<file path="config.mk">
export PLATFORM = sky130hd
export DESIGN_NAME = ocfg_irq_latency_regs
export DESIGN_NICKNAME = d
export VERILOG_FILES = /design/src/core/ocfg_pkg.sv /design/src/core/ocfg_pin_route.sv /design/src/core/ocfg_irq_latency_regs.sv
export VERILOG_INCLUDE_DIRS = /design/src /design/src/core
export SDC_FILE = /design/constraint.sdc
export NUM_CORES = 1
export LEC_CHECK = 0
export BUFFER_PORTS_ARGS = -buffer_cell sky130_fd_sc_hd__buf_4
export CAP_MARGIN = 20
export CORE_MARGIN = 4
export CORE_UTILIZATION = 48
export DETAILED_ROUTE_END_ITERATION = 10
export GPL_TIMING_DRIVEN = 0
export PLACE_DENSITY_LB_ADDON = 0.12
export SYNTH_ARGS = -nofsm -noshare
export SYNTH_HDL_FRONTEND = slang
export SYNTH_HIERARCHICAL = 1
export SYNTH_SLANG_ARGS = --single-unit
export TNS_END_PERCENT = 1
</file>
<file path="constraint.sdc">
create_clock -name clock -period 6.5 [get_ports clock]
set_input_delay 1.3 -clock clock [delete_from_list [all_inputs] [get_ports clock]]
set_output_delay 1.3 -clock clock [all_outputs]
set_load 0.03 [all_outputs]
</file>
<file path="src/core/ocfg_params.svh">
// offsets, field positions, reset values and pin codes of the config slice
// assumes byte offsets within a 256-byte config header
`ifndef OCFG_PARAMS_SVH
`define OCFG_PARAMS_SVH

// ----------------------------------------
// register offsets (byte)
// ----------------------------------------
`define OCFG_OFF_CAPPTR 8'h34
`define OCFG_OFF_ROUTE 8'h3c
`define OCFG_OFF_PIN 8'h3d
`define OCFG_OFF_TIMING 8'h3e
`define OCFG_OFF_PM0 8'h44
`define OCFG_OFF_PM1 8'h48

// ----------------------------------------
// values and reset values
// ----------------------------------------
`define OCFG_CAPPTR_VAL 8'h44
`define OCFG_ROUTE_RST 8'h00
`define OCFG_TIMING_RST 16'h0402
`define OCFG_PIN_INTA 8'h01
`define OCFG_PIN_INTB 8'h02
`define OCFG_PIN_INTC 8'h03

// ----------------------------------------
// function numbers and byte lanes
// ----------------------------------------
`define OCFG_FUNC_CARD0 2'h0
`define OCFG_FUNC_CARD1 2'h1
`define OCFG_FUNC_OHCI 2'h2
`define OCFG_LANE_ROUTE 0

`endif

</file>
<file path="src/core/ocfg_pkg.sv">
// types shared by the config slice and its pin routing helper
// assumes nothing beyond the params header
package ocfg_pkg;

  // one configuration access, taken in a single cycle
  typedef struct packed {
    logic valid;
    logic write;
    logic [7:0] addr;
    logic [3:0] byteEn;
    logic [31:0] data;
  } ocfg_req_s;

  // answer, one cycle after the access
  typedef struct packed {
    logic ack;
    logic claim;
    logic pmHit;
    logic [31:0] data;
  } ocfg_rsp_s;

  // the three interrupt lines
  typedef struct packed {
    logic intA;
    logic intB;
    logic intC;
  } ocfg_irq_s;

endpackage : ocfg_pkg

</file>
<file path="src/core/ocfg_pin_route.sv">
// interrupt pin report and internal interrupt merging
// assumes tie bits come from the system control register on the same clock
`timescale 1ns/10ps
`include "ocfg_params.svh"

module ocfg_pin_route (
  // tie controls and function number
  input wire logic tieAbInterrupts,
  input wire logic tieEveryInterrupt,
  input wire logic [1:0] funcNumber,
  // raw requests
  input wire ocfg_pkg::ocfg_irq_s irqIn,
  // results
  output ocfg_pkg::ocfg_irq_s irqOut,
  output logic [7:0] pinReportValue
);
  import ocfg_pkg::*;

  // report table per function and tie setting
  function automatic logic [7:0] pinOf(input logic [1:0] fn, input logic ab, input logic all);
    logic [7:0] v;
    v = `OCFG_PIN_INTA;
    if (all) begin
      v = `OCFG_PIN_INTA;
    end else if (fn == `OCFG_FUNC_CARD1) begin
      v = ab ? `OCFG_PIN_INTA : `OCFG_PIN_INTB;
    end else if (fn == `OCFG_FUNC_OHCI) begin
      v = `OCFG_PIN_INTC;
    end
    return v;
  endfunction : pinOf

  // readback follows the live tie bits so software sees the real wiring
  assign pinReportValue = pinOf(funcNumber, tieAbInterrupts, tieEveryInterrupt);

  // merging: tie-all folds all onto INTA, A/B tie folds B onto A
  wire mergeB = tieAbInterrupts | tieEveryInterrupt;
  wire mergeC = tieEveryInterrupt;
  assign irqOut.intA = irqIn.intA | (mergeB & irqIn.intB) | (mergeC & irqIn.intC);
  assign irqOut.intB = irqIn.intB & ~mergeB;
  assign irqOut.intC = irqIn.intC & ~mergeC;

endmodule : ocfg_pin_route

</file>
<file path="src/core/ocfg_irq_latency_regs.sv">
// config header slice: cap pointer, interrupt line/pin, grant/latency
// assumes a config access port on the local clock, an external EEPROM
// loader, and the tie bits from the system control register
//
// Summary of operation
// - cap pointer reads constant 44h
// - PM registers sit at 44h and 48h
// - interrupt routing byte is writable, resets zero
// - pin report derived from two tie bits
// - pin codes per function and tie setting
// - A/B tie merges card B onto INTA
// - EEPROM present: grant/latency loaded after reset
// - no EEPROM: grant/latency reads 0402h
// - latency high byte, grant low, read-only
// - grant/latency returned to 0402h only by global reset
`timescale 1ns/10ps
`include "ocfg_params.svh"

module ocfg_irq_latency_regs (
  // clock and global reset
  input wire logic clock,
  input wire logic rst,
  // ordinary bus reset pin, active low, asynchronous to clock
  input wire logic pciRst_n,
  // configuration access
  input wire ocfg_pkg::ocfg_req_s cfgReq,
  output ocfg_pkg::ocfg_rsp_s cfgRsp,
  // tie bits and function identity
  input wire logic tieAbInterrupts,
  input wire logic tieEveryInterrupt,
  input wire logic [1:0] funcNumber,
  // EEPROM loader
  input wire logic eepromPresent,
  input wire logic eepromLoadValid,
  input wire logic [15:0] eepromLoadData,
  // interrupt requests in and routed out
  input wire ocfg_pkg::ocfg_irq_s irqIn,
  output ocfg_pkg::ocfg_irq_s irqOut,
  // stored values to the rest of the function
  output logic [7:0] irqRouteField,
  output logic [15:0] busTimingRequest
);
  import ocfg_pkg::*;

  // ----------------------------------------
  // decoding
  // ----------------------------------------
  function automatic logic dwHit(input logic [7:0] a, input logic [7:0] off);
    return a[7:2] == off[7:2];
  endfunction : dwHit

  wire hitCap = dwHit(cfgReq.addr, `OCFG_OFF_CAPPTR);
  wire hitIrq = dwHit(cfgReq.addr, `OCFG_OFF_ROUTE);
  wire hitPm = dwHit(cfgReq.addr, `OCFG_OFF_PM0) | dwHit(cfgReq.addr, `OCFG_OFF_PM1);
  wire rdCap = cfgReq.valid & ~cfgReq.write & hitCap;
  wire rdIrq = cfgReq.valid & ~cfgReq.write & hitIrq;
  wire wrRoute = cfgReq.valid & cfgReq.write & hitIrq & cfgReq.byteEn[`OCFG_LANE_ROUTE];

  // ----------------------------------------
  // bus reset synchroniser
  // ----------------------------------------
  logic [2:0] pciSync_r;
  logic pciRstActive_r;
  logic pciRstActive_nxt;

  // a change counts once stages two and three agree
  assign pciRstActive_nxt = (pciSync_r[2:1] == 2'b00) ? 1'b1 :
                            (pciSync_r[2:1] == 2'b11) ? 1'b0 : pciRstActive_r;

  always_ff @(posedge clock or posedge rst) begin
    if (rst) begin
      pciSync_r <= 3'h0;
      pciRstActive_r <= 1'b1;
    end else begin
      pciSync_r <= {pciSync_r[1:0], pciRst_n};
      pciRstActive_r <= pciRstActive_nxt;
    end
  end

  // ----------------------------------------
  // pin report and interrupt merging
  // ----------------------------------------
  logic [7:0] pinReportValue;
  ocfg_irq_s irqRouted;

  ocfg_pin_route uPinRoute (
    .tieAbInterrupts(tieAbInterrupts),
    .tieEveryInterrupt(tieEveryInterrupt),
    .funcNumber(funcNumber),
    .irqIn(irqIn),
    .irqOut(irqRouted),
    .pinReportValue(pinReportValue)
  );

  // ----------------------------------------
  // interrupt routing byte
  // ----------------------------------------
  logic [7:0] route_nxt;
  // bus reset also clears it; the clear beats a same-cycle write
  assign route_nxt = pciRstActive_r ? `OCFG_ROUTE_RST :
                     wrRoute ? cfgReq.data[7:0] : irqRouteField;

  always_ff @(posedge clock or posedge rst) begin
    if (rst) begin
      irqRouteField <= `OCFG_ROUTE_RST;
    end else begin
      irqRouteField <= route_nxt;
    end
  end

  // ----------------------------------------
  // grant/latency, global reset only
  // ----------------------------------------
  logic loadArmed_r;
  // only the first load after reset lands, so a stray strobe cannot change it
  wire loadFire = loadArmed_r & eepromPresent & eepromLoadValid;

  // bus reset is deliberately not in this process
  always_ff @(posedge clock or posedge rst) begin
    if (rst) begin
      busTimingRequest <= `OCFG_TIMING_RST;
      loadArmed_r <= 1'b1;
    end else if (loadFire) begin
      busTimingRequest <= eepromLoadData;
      loadArmed_r <= 1'b0;
    end
  end

  // ----------------------------------------
  // read data and answer
  // ----------------------------------------
  wire [31:0] irqDword = {busTimingRequest, pinReportValue, irqRouteField};
  wire [31:0] capDword = {24'h0, `OCFG_CAPPTR_VAL};
  wire [31:0] rdData = (hitCap ? capDword : 32'h0) | (hitIrq ? irqDword : 32'h0);
  ocfg_rsp_s rsp_nxt;

  // every access is answered; unclaimed ones read zero, writes to RO drop
  always_comb begin
    rsp_nxt.ack = cfgReq.valid;
    rsp_nxt.claim = cfgReq.valid & (hitCap | hitIrq);
    rsp_nxt.pmHit = cfgReq.valid & hitPm;
    rsp_nxt.data = (cfgReq.valid & ~cfgReq.write) ? rdData : 32'h0;
  end

  always_ff @(posedge clock or posedge rst) begin
    if (rst) begin
      cfgRsp <= '0;
      irqOut <= '0;
    end else begin
      cfgRsp <= rsp_nxt;
      irqOut <= irqRouted;
    end
  end
endmodule : ocfg_irq_latency_regs

</file>
======== Yosys cells after proc, flatten, opt, wreduce, memory -nomap -nowiden ========
Cells that the tools add are included.
storage, ports and cells
  register bits ........................... 67
  bits in latches ......................... 0
  bits in writable memories ............... 0
  ROM bits ................................ 0
  output and inout bits ................... 62
  memories kept ........................... 0
operators by class
  $add $sub $neg .......................... 0
  multiply operators ...................... 0
  div/mod/pow operators ................... 0
  order comparisons ....................... 0
  equal/unequal tests ..................... 7
  shift operators ......................... 0
  muxes and demuxes ....................... 11
  bitwise operators ....................... 21
  reductions and logical operators ........ 3
operator list
  cell                                                  number
  two-way mux 32 bit                                    2
  two-way mux 8 bit                                     4
  OR 7 x 32 -> 32 bit                                   1
  bitwise AND 1 bit                                     12
  equality test 6 x 4 -> 1 bit (second input constant)  2
  equality test 6 x 5 -> 1 bit (second input constant)  2
  two-way mux 7 bit                                     1
  OR 1 bit                                              5
  equality test 2 bit (second input constant)           2
  two-way mux 2 bit                                     2
  nonzero test 2 bit                                    2
  inverter 1 bit                                        3
  equality test 2 x 1 -> 1 bit (second input constant)  1
  logical NOT 2 bit                                     1
  two-way mux 1 bit                                     2

======== Depth between registers and ports, before layout ========
  depth after elaboration ................. 7
  mapped depth ............................ 4
  gate-level depth less buffers ........... 3

======== Cells and area by module ========
Netlist, hierarchy kept.
modules (own cells, without submodules)
  module                 times used  cells an instance  area an instance (um2)  seq. area each (um2)
  ocfg_irq_latency_regs  1           162                2449.8                  1681.6
  ocfg_pin_route         1           15                 106.4                   0.0

======== Least setup slack after synthesis ========
No wires, ideal clock.
  path kind ............................... in2reg
  start ................................... input cfgReq[43] (netlist name)
  end ..................................... register cfgRsp[7] (netlist name)
  setup time .............................. 65 ps
  arrival ................................. 2170 ps
  slack ................................... 4265 ps
  stages on the path ...................... 4
  path buffers ............................ 1
  cell sequence ........................... nand2b_2 > nor4b_2 > clkbuf_2 > and2_2
RTL lines
  what                  line                          source
  from (decl)           ocfg_irq_latency_regs.sv:26   input wire ocfg_pkg::ocfg_req_s cfgReq,
  to (signal assigned)  ocfg_irq_latency_regs.sv:150  cfgRsp <= rsp_nxt;
  to (decl)             ocfg_irq_latency_regs.sv:27   output ocfg_pkg::ocfg_rsp_s cfgRsp,

======== Worst setup path in the final report ========
  start ................................... register busTimingRequest[10]
  end ..................................... output busTimingRequest[10]
RTL lines
  what                    line                          source
  from (decl)             ocfg_irq_latency_regs.sv:41   output logic [15:0] busTimingRequest
  from (signal assigned)  ocfg_irq_latency_regs.sv:121  busTimingRequest <= `OCFG_TIMING_RST;
  from (signal assigned)  ocfg_irq_latency_regs.sv:124  busTimingRequest <= eepromLoadData;
No word-level cell between the ends.

==> run metrics <==
initial antenna violation count 0; main flop type after synthesis dfrtp_1; Cells after Synth approximately 180; Critical Path AT about 1.0 ns; CTS HTree Levels 3; CTS Sinks between 60 and 70; Root Buffer Master clkbuf_8; maximum clock frequency around 430 MHz; maximum buffer depth of the clock tree 2; Max FO, Critical Path 3; Worst-path clk slew roughly 0.070 ns; Tmin final ~2.3 ns; Worst Tran Pin Value approximately 0.82 ns; synthesis-to-finish area growth 45.52%; clk_lat worst skew 0.33 ns; io pins 136; setup TNS 0 ns; GPL Wtd Cong between 0.7 and 0.8; Initial Util approximately 50%; total core area slightly above 0.005 mm^2; EDFF count, synth 0; Hold Fails Final Rpt 0; Layout Skew roughly 0.0049 ns; row cnt 26; stages on the worst setup path 1; status finished, final reports clean; delay-heaviest family, CP flip-flops; CP peak stage delay 0.54 ns; PwrDens about 240 mW/mm^2; unrepaired setup endpoints after global routing false; CTS tree yes; post-cts resize count 0; Post-Route WL 5226 um; cell leakage power around 2.0 nW; crit-path cells buf_4; WHS Path Cells 0; share of layout cells above drive strength 1 roughly 61%; Final Slew Violations 0; cell depth of the worst flop-to-flop path 3; antenna cells 0; Detailed Place HPWL about 3800 um; worst path bufs/invs 1; Initial DRT Pass Iterations 3; Die Y 80.98 um; post-synthesis sequential area ratio 65.79%; Hold Buf Count CTS 0; Die W just over 80 um; Worst Setup Path Type register to primary output; CTS buffer count 9; final setup violation count 0; synth unique cells 31; total power around 0.00089 W; CP max-delay cell dfstp_2; Critical Path RT between 5 and 6 ns; All-Layer GR Usage between 15 and 20%; synthesized flop and latch total 67; Crit. End Element primary output; crit start category register; first-pass GRT wire length 8211 um; pin count of the biggest net entering global routing 40; Worst VDD drop around 0.15 mV; syn_area_per_cell 14.44 um^2; Slew headroom between 40% and 50%; worst hold path class register to register; Post-Syn Area 0.002556 mm^2; Ys Warns 6; Min Hold Slack 0.3639 ns; drt first-iter violations 46; routed via count roughly 1700; # DRC 0; async set-or-reset flop fraction in the synthesized netlist 100.0%; Max-cap violations 0; final design utilization 72.37%; period utilization 35.69%; Die Area about 0.0066 mm^2; vias in the first global route 1753; fin nets about 380; grt ovf 0; Post-DRT Antenna Nets 0; DR vias/cell roughly 4.5; per-cell routed wire length between 10 and 15 um; input/output buffers 106; Post-CTS Setup Bufs 0
[worst reg2reg max path: stages, from the launching register on]
cell and delay, ns:
dfstp_2 0.53, nand3_1 0.27, buf_2 0.32, mux2_2 0.30
[cell type report]
| type | instances | area [um^2] |
|---|---|---|
| Sequential cell | 67 | 1682 |
| Fill cell | 385 | 1420 |
| Timing Repair Buffer | 107 | 815.8 |
| Multi-Input combinational cell | 99 | 805.8 |
| Clock buffer | 11 | 141.4 |
| Clock inverter | 5 | 100.1 |
| Tap cell | 70 | 87.58 |
| Buffer | 11 | 68.82 |
| Inverter | 5 | 18.77 |
[power by group]
group / switching (W) / internal, W / total [W]
sequential: 0.00000212 / 0.000421 / 0.000423
combinational: 0.0000260 / 0.0000317 / 0.0000576
clock: 0.000148 / 0.000264 / 0.000412
[Yosys cell counts, types with 2 or more instances]
cell type,count,area share (%)
nand2b_1,17,4.2
mux2i_1,8,3.1
nand3_1,2,0.39
dfrtp_1,63,62
nor2_1,2,0.29
mux2_2,17,7.5
inv_1,5,0.73
clkbuf_2,3,0.59
and2_1,4,0.98
buf_4,6,1.8
a2111oi_0,2,0.69
dfstp_2,4,4.1
and2_2,26,7.6
[cells by family after synthesis]
kind of cell    Yosys count  share of synthesized area [%]
compound gates            5                          1.469
xor+xnor                  1                         0.3427
fa+ha+maj                 1                         0.4894
buf+inv                  16                          3.426
flops                    67                          65.79
mux                      25                          10.62
other cells               1                         0.1467
simple gates             61                          17.72
[routing by layer]
metal | vias up | wire length [um] | GRT usage, %
met2 | 66 | 2549 | 27.50
met5 | - | 0 | 0
met1 | 816 | 2147 | 20.13
met3 | 6 | 462 | 5.654
met4 | 0 | 67 | 8.108
li1 | 813 | - | -
[sequential cells by signal, summed over array words and instances, names as in the netlist]
name	cells
cfgRsp	35
pciRstActive_r	1
irqOut	3
loadArmed_r	1
irqRouteField	8
busTimingRequest	16
pciSync_r	3
[path summary, 6_finish.rpt]
kind	from	end	slack, ns
max	busTimingRequest[10]	busTimingRequest[10]	4.18
min	pciSync_r[0]	pciSync_r[1]	0.36
max reg2reg	loadArmed_r	busTimingRequest[6]	4.96
min reg2reg	pciSync_r[0]	pciSync_r[1]	0.36
max in group asynchronous	rst	pciRstActive_r	4.65
min in group asynchronous	rst	cfgRsp[5]	1.14
[stage by stage]
step / instance area, um^2 / setup WS, ns / std cells
after floorplan: 2575 / 3.523 / 182
after global placement: 3458 / 2.708 / 358
after detailed placement: 3478 / 3.928 / 359
after CTS: 3720 / 4.156 / 375
after global routing: 3720 / 4.141 / 375
final: 3720 / 4.180 / 375
[layout by cell type, fill, tap and decap left out, types with 4 or more instances in the layout]
cell type / synthesis / layout
inv_1: 5 / 4
conb_1: 1 / 6
mux2i_1: 8 / 8
nand2b_1: 17 / 17
dfrtp_1: 63 / 63
clkbuf_8: 0 / 10
mux2_2: 17 / 17
buf_4: 6 / 112
and2_1: 4 / 4
and2_2: 26 / 26
dfstp_2: 4 / 4
No activity file was read; power rests on OpenSTA's default activity.
